File: src/hdl/core_regs_pkg.sv
package core_regs_pkg;
  localparam int unsigned DATA_W = 16;
  localparam int unsigned ACC_W = 40;
  localparam int unsigned GUARD_W = 8;
  localparam int unsigned NUM_AR = 8;
  localparam int unsigned NUM_IRQ = 16;

  // register window in data space
  localparam logic [15:0] MMR_LIMIT = 16'h0020;
  localparam logic [4:0] OFS_IRQ_MASK = 5'h00;
  localparam logic [4:0] OFS_IRQ_FLAG = 5'h01;
  localparam logic [4:0] OFS_FLAG_ST = 5'h06;
  localparam logic [4:0] OFS_MODE_ST = 5'h07;
  localparam logic [4:0] OFS_ACC_A_LOW = 5'h08;
  localparam logic [4:0] OFS_ACC_A_HIGH = 5'h09;
  localparam logic [4:0] OFS_ACC_A_GUARD = 5'h0a;
  localparam logic [4:0] OFS_ACC_B_LOW = 5'h0b;
  localparam logic [4:0] OFS_ACC_B_HIGH = 5'h0c;
  localparam logic [4:0] OFS_ACC_B_GUARD = 5'h0d;
  localparam logic [4:0] OFS_TEMP = 5'h0e;
  localparam logic [4:0] OFS_TRANS = 5'h0f;
  localparam logic [4:0] OFS_AR0 = 5'h10;
  localparam logic [4:0] OFS_STACK = 5'h18;
  localparam logic [4:0] OFS_CIRC = 5'h19;
  localparam logic [4:0] OFS_RPT_CNT = 5'h1a;
  localparam logic [4:0] OFS_RPT_START = 5'h1b;
  localparam logic [4:0] OFS_RPT_END = 5'h1c;
  localparam logic [4:0] OFS_MEM_CFG = 5'h1d;

  // flag status word fields
  localparam int unsigned FS_DP_LSB = 0;
  localparam int unsigned FS_DP_W = 9;
  localparam int unsigned FS_OVB_BIT = 9;
  localparam int unsigned FS_OVA_BIT = 10;
  localparam int unsigned FS_C_BIT = 11;
  localparam int unsigned FS_TC_BIT = 12;
  localparam int unsigned FS_ARP_LSB = 13;

  // values after reset
  localparam logic [15:0] RST_WORD = 16'h0000;
  localparam logic [39:0] RST_ACC = 40'h00_0000_0000;
  localparam logic [15:0] RST_STACK = 16'h0000;

  // extra cost of a long-offset or absolute single-operand access
  localparam logic [1:0] LONG_ADDR_EXTRA = 2'h1;

  function automatic logic [1:0] access_extra(input logic long_addr, input logic single_op);
    access_extra = (long_addr && single_op) ? LONG_ADDR_EXTRA : 2'h0;
  endfunction
endpackage

File: src/hdl/dsp_core_register_set.sv
// Decided for this implementation: the register addresses and the strobed register port.
`timescale 1ns/10ps
// Contract
// - stack pointer is 16 bits, points at last push
// - push predecrements, pop postincrements all 16 bits
// - all stack users go through stack pointer
// - two independent 40-bit accumulators A and B
// - each accumulator mapped as low, high, guard
// - eight 16-bit address registers, readable and updatable
// - temp register gives multiplicand and shift count
// - temp register gives dynamic bit position
// - exponent writes temp; normalize reads it
// - dual add/sub take branch metric from temp
// - compare-select shifts decision into transition register
// - circular size register gives block length
// - repeat counter holds block repeat count
// - repeat start and end addresses held
// - mask register masks each interrupt individually
// - flag register shows pending state of interrupts
// - flag word holds flags and pointers; mode word
// - memory config register selects memory layout
// - long-offset single-operand access costs one extra
// - registers mapped at lowest data addresses
module dsp_core_register_set #(
  parameter int unsigned NUM_AR_P = core_regs_pkg::NUM_AR
) (
  // clock and reset
  input wire logic CORE_CLK,
  input wire logic RST_N,
  // data-space register port
  input wire logic [15:0] ADDR,
  input wire logic [15:0] WDATA,
  input wire logic WR,
  input wire logic RD,
  output logic [15:0] RDATA,
  // stack requests from call, return, trap, interrupt and push/pop ops
  input wire logic STK_PUSH,
  input wire logic STK_POP,
  // accumulator results
  input wire logic ACC_A_WE,
  input wire logic [39:0] ACC_A_VAL,
  input wire logic ACC_B_WE,
  input wire logic [39:0] ACC_B_VAL,
  // address register updates, one slot per register
  input wire logic [NUM_AR_P-1:0] AR_UPD_EN,
  input wire logic [NUM_AR_P*16-1:0] AR_UPD_VAL,
  // temp operand loads and exponent result
  input wire logic TEMP_WE,
  input wire logic [15:0] TEMP_VAL,
  input wire logic EXP_WE,
  input wire logic [15:0] EXP_VAL,
  // compare-select-store, selects accumulator B when high
  input wire logic VITERBI_COMPARE_SELECT_OP_EN,
  input wire logic VITERBI_COMPARE_SELECT_OP_SEL_B,
  // arithmetic flags
  input wire logic FLAG_WE,
  input wire logic OVA_IN,
  input wire logic OVB_IN,
  input wire logic CARRY_IN,
  input wire logic TEST_IN,
  // repeat counter step and interrupt events
  input wire logic RPT_DEC,
  input wire logic [15:0] IRQ_SET,
  input wire logic [15:0] IRQ_ACK,
  // operand addressing kind of the current access
  input wire logic OP_LONG_ADDR,
  input wire logic OP_SINGLE,
  // register contents
  output logic [39:0] ACC_A,
  output logic [39:0] ACC_B,
  output logic [NUM_AR_P*16-1:0] AR_OUT,
  output logic [15:0] TEMP_OUT,
  output logic [5:0] SHIFT_COUNT,
  output logic [3:0] BIT_POS,
  output logic [15:0] TRANS_OUT,
  output logic [15:0] STACK_PTR,
  output logic [15:0] CIRC_SIZE,
  output logic [15:0] RPT_COUNT,
  output logic [15:0] RPT_START,
  output logic [15:0] RPT_END,
  output logic [15:0] FLAG_STATUS,
  output logic [15:0] MODE_STATUS,
  output logic [15:0] MEM_CFG,
  output logic [15:0] IRQ_MASK,
  output logic [15:0] IRQ_FLAGS,
  output logic [15:0] IRQ_PENDING,
  output logic [1:0] EXTRA_CYCLES
);
  logic rst_meta_r;
  logic rst_sync_r;
  logic rst_n;
  always_ff @(posedge CORE_CLK or negedge RST_N) begin
    if (!RST_N) begin
      rst_meta_r <= 1'b0;
      rst_sync_r <= 1'b0;
    end else begin
      rst_meta_r <= 1'b1;
      rst_sync_r <= rst_meta_r;
    end
  end
  assign rst_n = rst_sync_r;
  logic [39:0] acc_a_r, acc_a_nxt;
  logic [39:0] acc_b_r, acc_b_nxt;
  logic [15:0] ar_r [NUM_AR_P];
  logic [15:0] ar_nxt [NUM_AR_P];
  logic [15:0] temp_r, temp_nxt;
  logic [15:0] trans_r, trans_nxt;
  logic [15:0] sp_r, sp_nxt;
  logic [15:0] circ_r, circ_nxt;
  logic [15:0] rcnt_r, rcnt_nxt;
  logic [15:0] rsta_r, rsta_nxt;
  logic [15:0] rend_r, rend_nxt;
  logic [15:0] fst_r, fst_nxt;
  logic [15:0] mst_r, mst_nxt;
  logic [15:0] mcfg_r, mcfg_nxt;
  logic [15:0] imask_r, imask_nxt;
  logic [15:0] iflag_r, iflag_nxt;
  logic [15:0] pend_r, pend_nxt;
  logic [15:0] rdata_r, rdata_nxt;
  logic [1:0] extra_r, extra_nxt;
  logic in_window;
  logic [4:0] ofs;
  logic wr_hit;
  logic [15:0] sel_hi;
  logic [15:0] sel_lo;
  logic cmp_decision;
  // registers live only in the lowest data addresses
  assign in_window = (ADDR < core_regs_pkg::MMR_LIMIT);
  assign ofs = ADDR[4:0];
  assign wr_hit = WR && in_window;
  function automatic logic hit(input logic [4:0] o);
    hit = wr_hit && (ofs == o);
  endfunction
  // signed compare of high word against low word of the chosen accumulator
  assign sel_hi = VITERBI_COMPARE_SELECT_OP_SEL_B ? acc_b_r[31:16] : acc_a_r[31:16];
  assign sel_lo = VITERBI_COMPARE_SELECT_OP_SEL_B ? acc_b_r[15:0] : acc_a_r[15:0];
  assign cmp_decision = ($signed(sel_hi) > $signed(sel_lo));
  always_comb begin
    acc_a_nxt = acc_a_r;
    acc_b_nxt = acc_b_r;
    temp_nxt = temp_r;
    trans_nxt = trans_r;
    sp_nxt = sp_r;
    circ_nxt = circ_r;
    rcnt_nxt = rcnt_r;
    rsta_nxt = rsta_r;
    rend_nxt = rend_r;
    fst_nxt = fst_r;
    mst_nxt = mst_r;
    mcfg_nxt = mcfg_r;
    imask_nxt = imask_r;
    for (int i = 0; i < NUM_AR_P; i++) begin
      ar_nxt[i] = ar_r[i];
    end
    // side effects first, explicit writes below override them
    if (ACC_A_WE) begin
      acc_a_nxt = ACC_A_VAL;
    end
    if (ACC_B_WE) begin
      acc_b_nxt = ACC_B_VAL;
    end
    for (int i = 0; i < NUM_AR_P; i++) begin
      if (AR_UPD_EN[i]) begin
        ar_nxt[i] = AR_UPD_VAL[i*16 +: 16];
      end
    end
    if (TEMP_WE) begin
      temp_nxt = TEMP_VAL;
    end
    if (EXP_WE) begin
      temp_nxt = EXP_VAL;
    end
    if (VITERBI_COMPARE_SELECT_OP_EN) begin
      trans_nxt = {trans_r[14:0], cmp_decision};
      fst_nxt[core_regs_pkg::FS_TC_BIT] = cmp_decision;
    end
    if (FLAG_WE) begin
      fst_nxt[core_regs_pkg::FS_OVA_BIT] = OVA_IN;
      fst_nxt[core_regs_pkg::FS_OVB_BIT] = OVB_IN;
      fst_nxt[core_regs_pkg::FS_C_BIT] = CARRY_IN;
      fst_nxt[core_regs_pkg::FS_TC_BIT] = TEST_IN;
    end
    // push and pop both asserted cancel out; the wrap is silent
    if (STK_PUSH && !STK_POP) begin
      sp_nxt = sp_r - 16'h0001;
    end else if (STK_POP && !STK_PUSH) begin
      sp_nxt = sp_r + 16'h0001;
    end
    if (RPT_DEC) begin
      rcnt_nxt = rcnt_r - 16'h0001;
    end
    // explicit writes win
    if (hit(core_regs_pkg::OFS_ACC_A_LOW)) begin
      acc_a_nxt[15:0] = WDATA;
    end
    if (hit(core_regs_pkg::OFS_ACC_A_HIGH)) begin
      acc_a_nxt[31:16] = WDATA;
    end
    if (hit(core_regs_pkg::OFS_ACC_A_GUARD)) begin
      acc_a_nxt[39:32] = WDATA[7:0];
    end
    if (hit(core_regs_pkg::OFS_ACC_B_LOW)) begin
      acc_b_nxt[15:0] = WDATA;
    end
    if (hit(core_regs_pkg::OFS_ACC_B_HIGH)) begin
      acc_b_nxt[31:16] = WDATA;
    end
    if (hit(core_regs_pkg::OFS_ACC_B_GUARD)) begin
      acc_b_nxt[39:32] = WDATA[7:0];
    end
    for (int i = 0; i < NUM_AR_P; i++) begin
      if (hit(core_regs_pkg::OFS_AR0 + 5'(i))) begin
        ar_nxt[i] = WDATA;
      end
    end
    if (hit(core_regs_pkg::OFS_TEMP)) begin
      temp_nxt = WDATA;
    end
    if (hit(core_regs_pkg::OFS_TRANS)) begin
      trans_nxt = WDATA;
    end
    if (hit(core_regs_pkg::OFS_STACK)) begin
      sp_nxt = WDATA;
    end
    if (hit(core_regs_pkg::OFS_CIRC)) begin
      circ_nxt = WDATA;
    end
    if (hit(core_regs_pkg::OFS_RPT_CNT)) begin
      rcnt_nxt = WDATA;
    end
    if (hit(core_regs_pkg::OFS_RPT_START)) begin
      rsta_nxt = WDATA;
    end
    if (hit(core_regs_pkg::OFS_RPT_END)) begin
      rend_nxt = WDATA;
    end
    if (hit(core_regs_pkg::OFS_FLAG_ST)) begin
      fst_nxt = WDATA;
    end
    if (hit(core_regs_pkg::OFS_MODE_ST)) begin
      mst_nxt = WDATA;
    end
    if (hit(core_regs_pkg::OFS_MEM_CFG)) begin
      mcfg_nxt = WDATA;
    end
    if (hit(core_regs_pkg::OFS_IRQ_MASK)) begin
      imask_nxt = WDATA;
    end
  end
  // interrupt flags: write-one-to-clear, a new event beats any clear
  always_comb begin
    logic [15:0] clr;
    clr = IRQ_ACK;
    if (hit(core_regs_pkg::OFS_IRQ_FLAG)) begin
      clr = clr | WDATA;
    end
    iflag_nxt = (iflag_r & ~clr) | IRQ_SET;
    pend_nxt = iflag_nxt & imask_nxt;
    extra_nxt = core_regs_pkg::access_extra(OP_LONG_ADDR, OP_SINGLE);
  end
  // read data appear the cycle after the strobe, zero when unmapped
  always_comb begin
    rdata_nxt = 16'h0000;
    if (RD && in_window) begin
      case (ofs)
        core_regs_pkg::OFS_IRQ_MASK: rdata_nxt = imask_r;
        core_regs_pkg::OFS_IRQ_FLAG: rdata_nxt = iflag_r;
        core_regs_pkg::OFS_FLAG_ST: rdata_nxt = fst_r;
        core_regs_pkg::OFS_MODE_ST: rdata_nxt = mst_r;
        core_regs_pkg::OFS_ACC_A_LOW: rdata_nxt = acc_a_r[15:0];
        core_regs_pkg::OFS_ACC_A_HIGH: rdata_nxt = acc_a_r[31:16];
        core_regs_pkg::OFS_ACC_A_GUARD: rdata_nxt = {8'h00, acc_a_r[39:32]};
        core_regs_pkg::OFS_ACC_B_LOW: rdata_nxt = acc_b_r[15:0];
        core_regs_pkg::OFS_ACC_B_HIGH: rdata_nxt = acc_b_r[31:16];
        core_regs_pkg::OFS_ACC_B_GUARD: rdata_nxt = {8'h00, acc_b_r[39:32]};
        core_regs_pkg::OFS_TEMP: rdata_nxt = temp_r;
        core_regs_pkg::OFS_TRANS: rdata_nxt = trans_r;
        core_regs_pkg::OFS_STACK: rdata_nxt = sp_r;
        core_regs_pkg::OFS_CIRC: rdata_nxt = circ_r;
        core_regs_pkg::OFS_RPT_CNT: rdata_nxt = rcnt_r;
        core_regs_pkg::OFS_RPT_START: rdata_nxt = rsta_r;
        core_regs_pkg::OFS_RPT_END: rdata_nxt = rend_r;
        core_regs_pkg::OFS_MEM_CFG: rdata_nxt = mcfg_r;
        default: begin
          if (ofs >= core_regs_pkg::OFS_AR0 && ofs < core_regs_pkg::OFS_AR0 + 5'(NUM_AR_P)) begin
            rdata_nxt = ar_r[3'(ofs - core_regs_pkg::OFS_AR0)];
          end
        end
      endcase
    end
  end

  always_ff @(posedge CORE_CLK or negedge rst_n) begin
    if (!rst_n) begin
      acc_a_r <= core_regs_pkg::RST_ACC;
      acc_b_r <= core_regs_pkg::RST_ACC;
      for (int i = 0; i < NUM_AR_P; i++) begin
        ar_r[i] <= core_regs_pkg::RST_WORD;
      end
      temp_r <= core_regs_pkg::RST_WORD;
      trans_r <= core_regs_pkg::RST_WORD;
      sp_r <= core_regs_pkg::RST_STACK;
      circ_r <= core_regs_pkg::RST_WORD;
      rcnt_r <= core_regs_pkg::RST_WORD;
      rsta_r <= core_regs_pkg::RST_WORD;
      rend_r <= core_regs_pkg::RST_WORD;
      fst_r <= core_regs_pkg::RST_WORD;
      mst_r <= core_regs_pkg::RST_WORD;
      mcfg_r <= core_regs_pkg::RST_WORD;
      imask_r <= core_regs_pkg::RST_WORD;
      iflag_r <= core_regs_pkg::RST_WORD;
      pend_r <= core_regs_pkg::RST_WORD;
      rdata_r <= core_regs_pkg::RST_WORD;
      extra_r <= 2'h0;
    end else begin
      acc_a_r <= acc_a_nxt;
      acc_b_r <= acc_b_nxt;
      for (int i = 0; i < NUM_AR_P; i++) begin
        ar_r[i] <= ar_nxt[i];
      end
      temp_r <= temp_nxt;
      trans_r <= trans_nxt;
      sp_r <= sp_nxt;
      circ_r <= circ_nxt;
      rcnt_r <= rcnt_nxt;
      rsta_r <= rsta_nxt;
      rend_r <= rend_nxt;
      fst_r <= fst_nxt;
      mst_r <= mst_nxt;
      mcfg_r <= mcfg_nxt;
      imask_r <= imask_nxt;
      iflag_r <= iflag_nxt;
      pend_r <= pend_nxt;
      rdata_r <= rdata_nxt;
      extra_r <= extra_nxt;
    end
  end

  // outputs are the flops themselves
  assign RDATA = rdata_r;
  assign ACC_A = acc_a_r;
  assign ACC_B = acc_b_r;
  always_comb begin
    for (int i = 0; i < NUM_AR_P; i++) begin
      AR_OUT[i*16 +: 16] = ar_r[i];
    end
  end
  // temp feeds multiplier, dual add/sub metric, shifter and bit test
  assign TEMP_OUT = temp_r;
  assign SHIFT_COUNT = temp_r[5:0];
  assign BIT_POS = temp_r[3:0];
  assign TRANS_OUT = trans_r;
  assign STACK_PTR = sp_r;
  assign CIRC_SIZE = circ_r;
  assign RPT_COUNT = rcnt_r;
  assign RPT_START = rsta_r;
  assign RPT_END = rend_r;
  assign FLAG_STATUS = fst_r;
  assign MODE_STATUS = mst_r;
  assign MEM_CFG = mcfg_r;
  assign IRQ_MASK = imask_r;
  assign IRQ_FLAGS = iflag_r;
  assign IRQ_PENDING = pend_r;
  assign EXTRA_CYCLES = extra_r;

endmodule

File: config.mk
export PLATFORM = sky130hd
export DESIGN_NAME = dsp_core_register_set
export DESIGN_NICKNAME = d
export VERILOG_FILES = /design/src/hdl/core_regs_pkg.sv /design/src/hdl/dsp_core_register_set.sv
export SDC_FILE = /design/constraint.sdc
export NUM_CORES = 1
export LEC_CHECK = 0
export BUFFER_PORTS_ARGS = -buffer_cell sky130_fd_sc_hd__buf_2
export CAP_MARGIN = 0
export CORE_AREA = 3 3 298 300
export CTS_CLUSTER_DIAMETER = 200
export DETAILED_ROUTE_END_ITERATION = 8
export DIE_AREA = 0 0 301 303
export GPL_ROUTABILITY_DRIVEN = 0
export SLEW_MARGIN = 30
export SYNTH_ARGS = -nofsm -noshare
export SYNTH_HDL_FRONTEND = slang
export SYNTH_SLANG_ARGS = --single-unit
File: constraint.sdc
create_clock -name CORE_CLK -period 12.35 [get_ports CORE_CLK]
set_input_delay 1.235 -clock CORE_CLK [delete_from_list [all_inputs] [get_ports CORE_CLK]]
set_output_delay 1.235 -clock CORE_CLK [all_outputs]
set_load 0.01 [all_outputs]
==> key figures <==
Logic synthesis
  • Portion of netlist area occupied by mux cells: 0.203
  • Post-Syn Area: 23200 sq um
  • Post-Synth Adder-Cell Area: 0.0181
  • Mapped Cells: 2244
  • Most common cell in the netlist: dfrtp_1
  • Synth top area cells: dfrtp_1 47%, mux2i_1 12%, a21oi_1 5.1%
  • Share of the synthesized area in the top cell type: 0.469
  • Warnings, synthesis: 0
  • Largest family of logic cells by synthesized area: multiplexers
  • Register area share after synthesis: 0.469
  • Flops & latches, synth: 435
  • Distinct cell type count after synthesis: 72
  • XOR/XNOR Fraction of Synth Area: 0.00830
  • Main synth FF type: dfrtp_1
  • Post-synth EDFFs: 0
  • Post-Syn Area per Cell: 10.3 sq um
  • Largest area contributor in the netlist: dfrtp_1
  • Synthesized net count: 2609
  • Synth top cells by count: 435 x dfrtp_1, 267 x mux2i_1, 235 x a21oi_1, 217 x nor2_1, 205 x nand2_1
  • Simple-gate portion of the synthesized area: 0.109
  • Compound-Gate Fraction of Synth Area: 0.146
  • FFs w/ async S/R, synth: 1.00

Routing
  • Detailed Routing Iterations Pass 1: 7
  • Via count: 22047
  • Routed Antenna Nets: 0
  • Vias/cell: 5.35
  • Total Wirelength: 126000 um
  • Wirelength per Cell: 30.7 um
  • Drt first-iter violations: 2176
  • # DRC: 0

Global route
  • First-pass GRT wire length: 171000 um
  • Pin count of the biggest net entering global routing: 70
  • Most Crowded Layer GR: met2
  • Vias in the first global route: 21321
  • Total track usage: 0.265
  • Met2 usage: 0.448
  • Met3 Usage GRT: 0.0762
  • Initial antenna violation count: 14
  • Total grt overflow: 0
  • Met1 Use GR: 0.322

Floorplan
  • Die height: 303 um
  • Die W: 301 um
  • Die area: 91200 sq um
  • Site Rows: 108
  • IO Count: 776
  • Placeable Area: 86500 sq um
  • Initial Util: 0.269

STA
  • Crit share post-route: 0.301
  • Unrepaired setup endpoints after global routing: no
  • Final Hold Viols: 0
  • Slew @ Worst Pin: 0.989 ns
  • Max Clock Skew: 0.0389 ns
  • Final slew viol count: 0
  • Rel. slew slack: 0.340
  • FMAX: 269 MHz
  • Min Clock Period, post-route: 3.72 ns
  • Aggregate negative setup slack: 0 ns
  • # setup viols final: 0

Worst setup path
  • Reg2reg start: rst_n$_DFF_PN0_
  • Flop2flop setup slack: 9.41 ns
  • Worst Reg-to-Reg Cells: 3
  • Worst Setup End Kind: flip-flop
  • WP data required: 12.81 ns
  • WS Path Type: input pin to flip-flop
  • Crit path launch type: input pin
  • Arrival time at the worst endpoint: 4.17 ns
  • Reg-to-reg endpoint: TEMP_OUT[0]$_DFFE_PN0P_
  • CP Max Fanout: 32

Power and ir drop
  • Peak supply drop: 0.000106 V
  • Pwr Density: 150 nW/um^2
  • Final Total Pwr: 4.45 mW
  • Leakage: 14.6 nW

Clocking
  • Post-CTS sizing: 0
  • Clock Root Buffer: clkbuf_16
  • Htree depth: 2
  • Cts bufs inserted: 51
  • TritonCTS clock tree: built
  • Post-CTS Setup Inserts: 0
  • Clk Latency, worst-skew pair: 0.62 ns
  • Clock Sinks: 435
  • Hold_buf cts: 0
  • Max clock buf depth: 3
  • Reg clk slew, reported paths: 0.06 ns

Hold path
  • Min-Delay Path Class: flip-flop to asynchronous set/reset pin

Placed design
  • Post-DP Area: 28000 sq um
  • I/O Buffers: 774
  • Placed wire-length estimate: 95100 um

Layout
  • Proportion of layout cells with a drive suffix above 1: 0.378
  • Area Overhead vs Synth: 28.2%
  • Fin nets: 3283
  • Fill count: 8882
  • Finished Cell Area: 29800 sq um

Run
  • Max_cap viols: 0

Status
  • Status: complete, no violations
state kept, by name, summed over array words and instances (netlist names):
name and cells:
MODE_STATUS 16, EXTRA_CYCLES 1, ACC_A 40, MEM_CFG 16, STACK_PTR 16, RPT_START 16, FLAG_STATUS 16, TEMP_OUT 16
RPT_END 16, CIRC_SIZE 16, RPT_COUNT 16, TRANS_OUT 16, AR_OUT 128, IRQ_PENDING 16, IRQ_FLAGS 16, RDATA 16
IRQ_MASK 16, rst_meta_r 1, ACC_B 40, rst_n 1
metrics by stage:
step / instances / util / hold WS [ns] / worst slack [ns]
6_report: 4122 / 0.344 / 0.243 / 8.63
3_5_place_dp: 4020 / 0.324 / 0.251 / 8.02
5_1_grt: 4115 / 0.344 / 0.275 / 8.35
3_3_place_gp: 4019 / 0.323 / 0.251 / 7.98
4_1_cts: 4113 / 0.344 / 0.255 / 8.66
2_1_floorplan: 2244 / - / 0.331 / 5.26
layer usage:
metal / wire, um / part of all wire
met2: 61100 / 0.48
met1: 47400 / 0.38
met3: 13000 / 0.10
met5: 55 / 0.00044
met4: 4800 / 0.038
worst max-delay path by stage:
stage                                from                         to  slack [ns]  cells past startpoint
after floorplan           rst_n$_DFF_PN0_       ACC_A[0]$_DFFE_PN0P_        5.26                      0
after global placement            ADDR[0]  IRQ_PENDING[13]$_DFF_PN0_        7.98                      8
after detailed placement          ADDR[5]    AR_OUT[113]$_DFFE_PN0P_        8.02                      8
after CTS                        ADDR[15]    AR_OUT[113]$_DFFE_PN0P_        8.66                      8
after global routing             ADDR[15]    AR_OUT[124]$_DFFE_PN0P_        8.35                      8
final                             ADDR[5]    AR_OUT[117]$_DFFE_PN0P_        8.63                      8
cell families (layout without fill, tap and decap cells):
family / Yosys count / count (layout)
mux: 413 / 413
xor+xnor: 22 / 22
simple gates: 559 / 559
fa+ha+maj: 33 / 33
compound gates: 557 / 557
buf+inv: 223 / 937
flops: 435 / 435
other cells: 2 / 11
layout make-up:
cell class                 instances  area (sq um)  share of cell area
sequential                       435         10900               0.366
timing repair buffer             820          4240               0.142
antenna                            9          22.5            0.000756
tap                             1155          1450              0.0485
clock buffer                      75          1520              0.0510
clock inverter                    18           215             0.00723
multi-input combinational       1586         11400               0.381
inverter                          24          92.6             0.00311
report_power, final:
group	switching [mW]	internal, mW	total (mW)
combinational	0.575	0.409	0.985
sequential	0.300	1.58	1.88
clock	0.675	0.916	1.59
total	1.55	2.90	4.45
critical path, stage by stage:
cell     delay (ns)
buf_2          0.10
nor4_1         0.27
and3_1         0.35
nand2_1        0.54
nor3_1         0.59
nand3_2        0.69
nor2_1         0.31
a21oi_1        0.06
cells in the final DEF, fill, tap and decap left out, drive strengths merged, types with 5 or more instances in the layout:
| master | netlist | routed |
|---|---|---|
| buf | 101 | 820 |
| dfrtp | 435 | 435 |
| mux2i | 267 | 267 |
| a21oi | 235 | 235 |
| nor2 | 226 | 226 |
| nand2 | 206 | 206 |
| o21ai | 127 | 127 |
| mux2 | 114 | 114 |
| clkbuf | 98 | 75 |
| a22oi | 71 | 71 |
| mux4 | 32 | 32 |
| ha | 32 | 32 |
| inv | 24 | 25 |
| nor3 | 25 | 25 |
| nand4 | 23 | 23 |
| a22o | 22 | 22 |
| and2 | 19 | 19 |
| a221oi | 18 | 18 |
| a31o | 17 | 17 |
| xnor2 | 13 | 13 |
| nand3 | 13 | 13 |
| clkinv | 0 | 13 |
| o21a | 12 | 12 |
| a31oi | 11 | 11 |
| diode | 0 | 9 |
| xor2 | 9 | 9 |
| a222oi | 7 | 7 |
| a21o | 7 | 7 |
| and3 | 7 | 7 |
| nor4 | 6 | 6 |
| or3 | 5 | 5 |
| a211oi | 5 | 5 |
| nand2b | 5 | 5 |
| nor2b | 5 | 5 |
(Power assumes the default switching activity.)
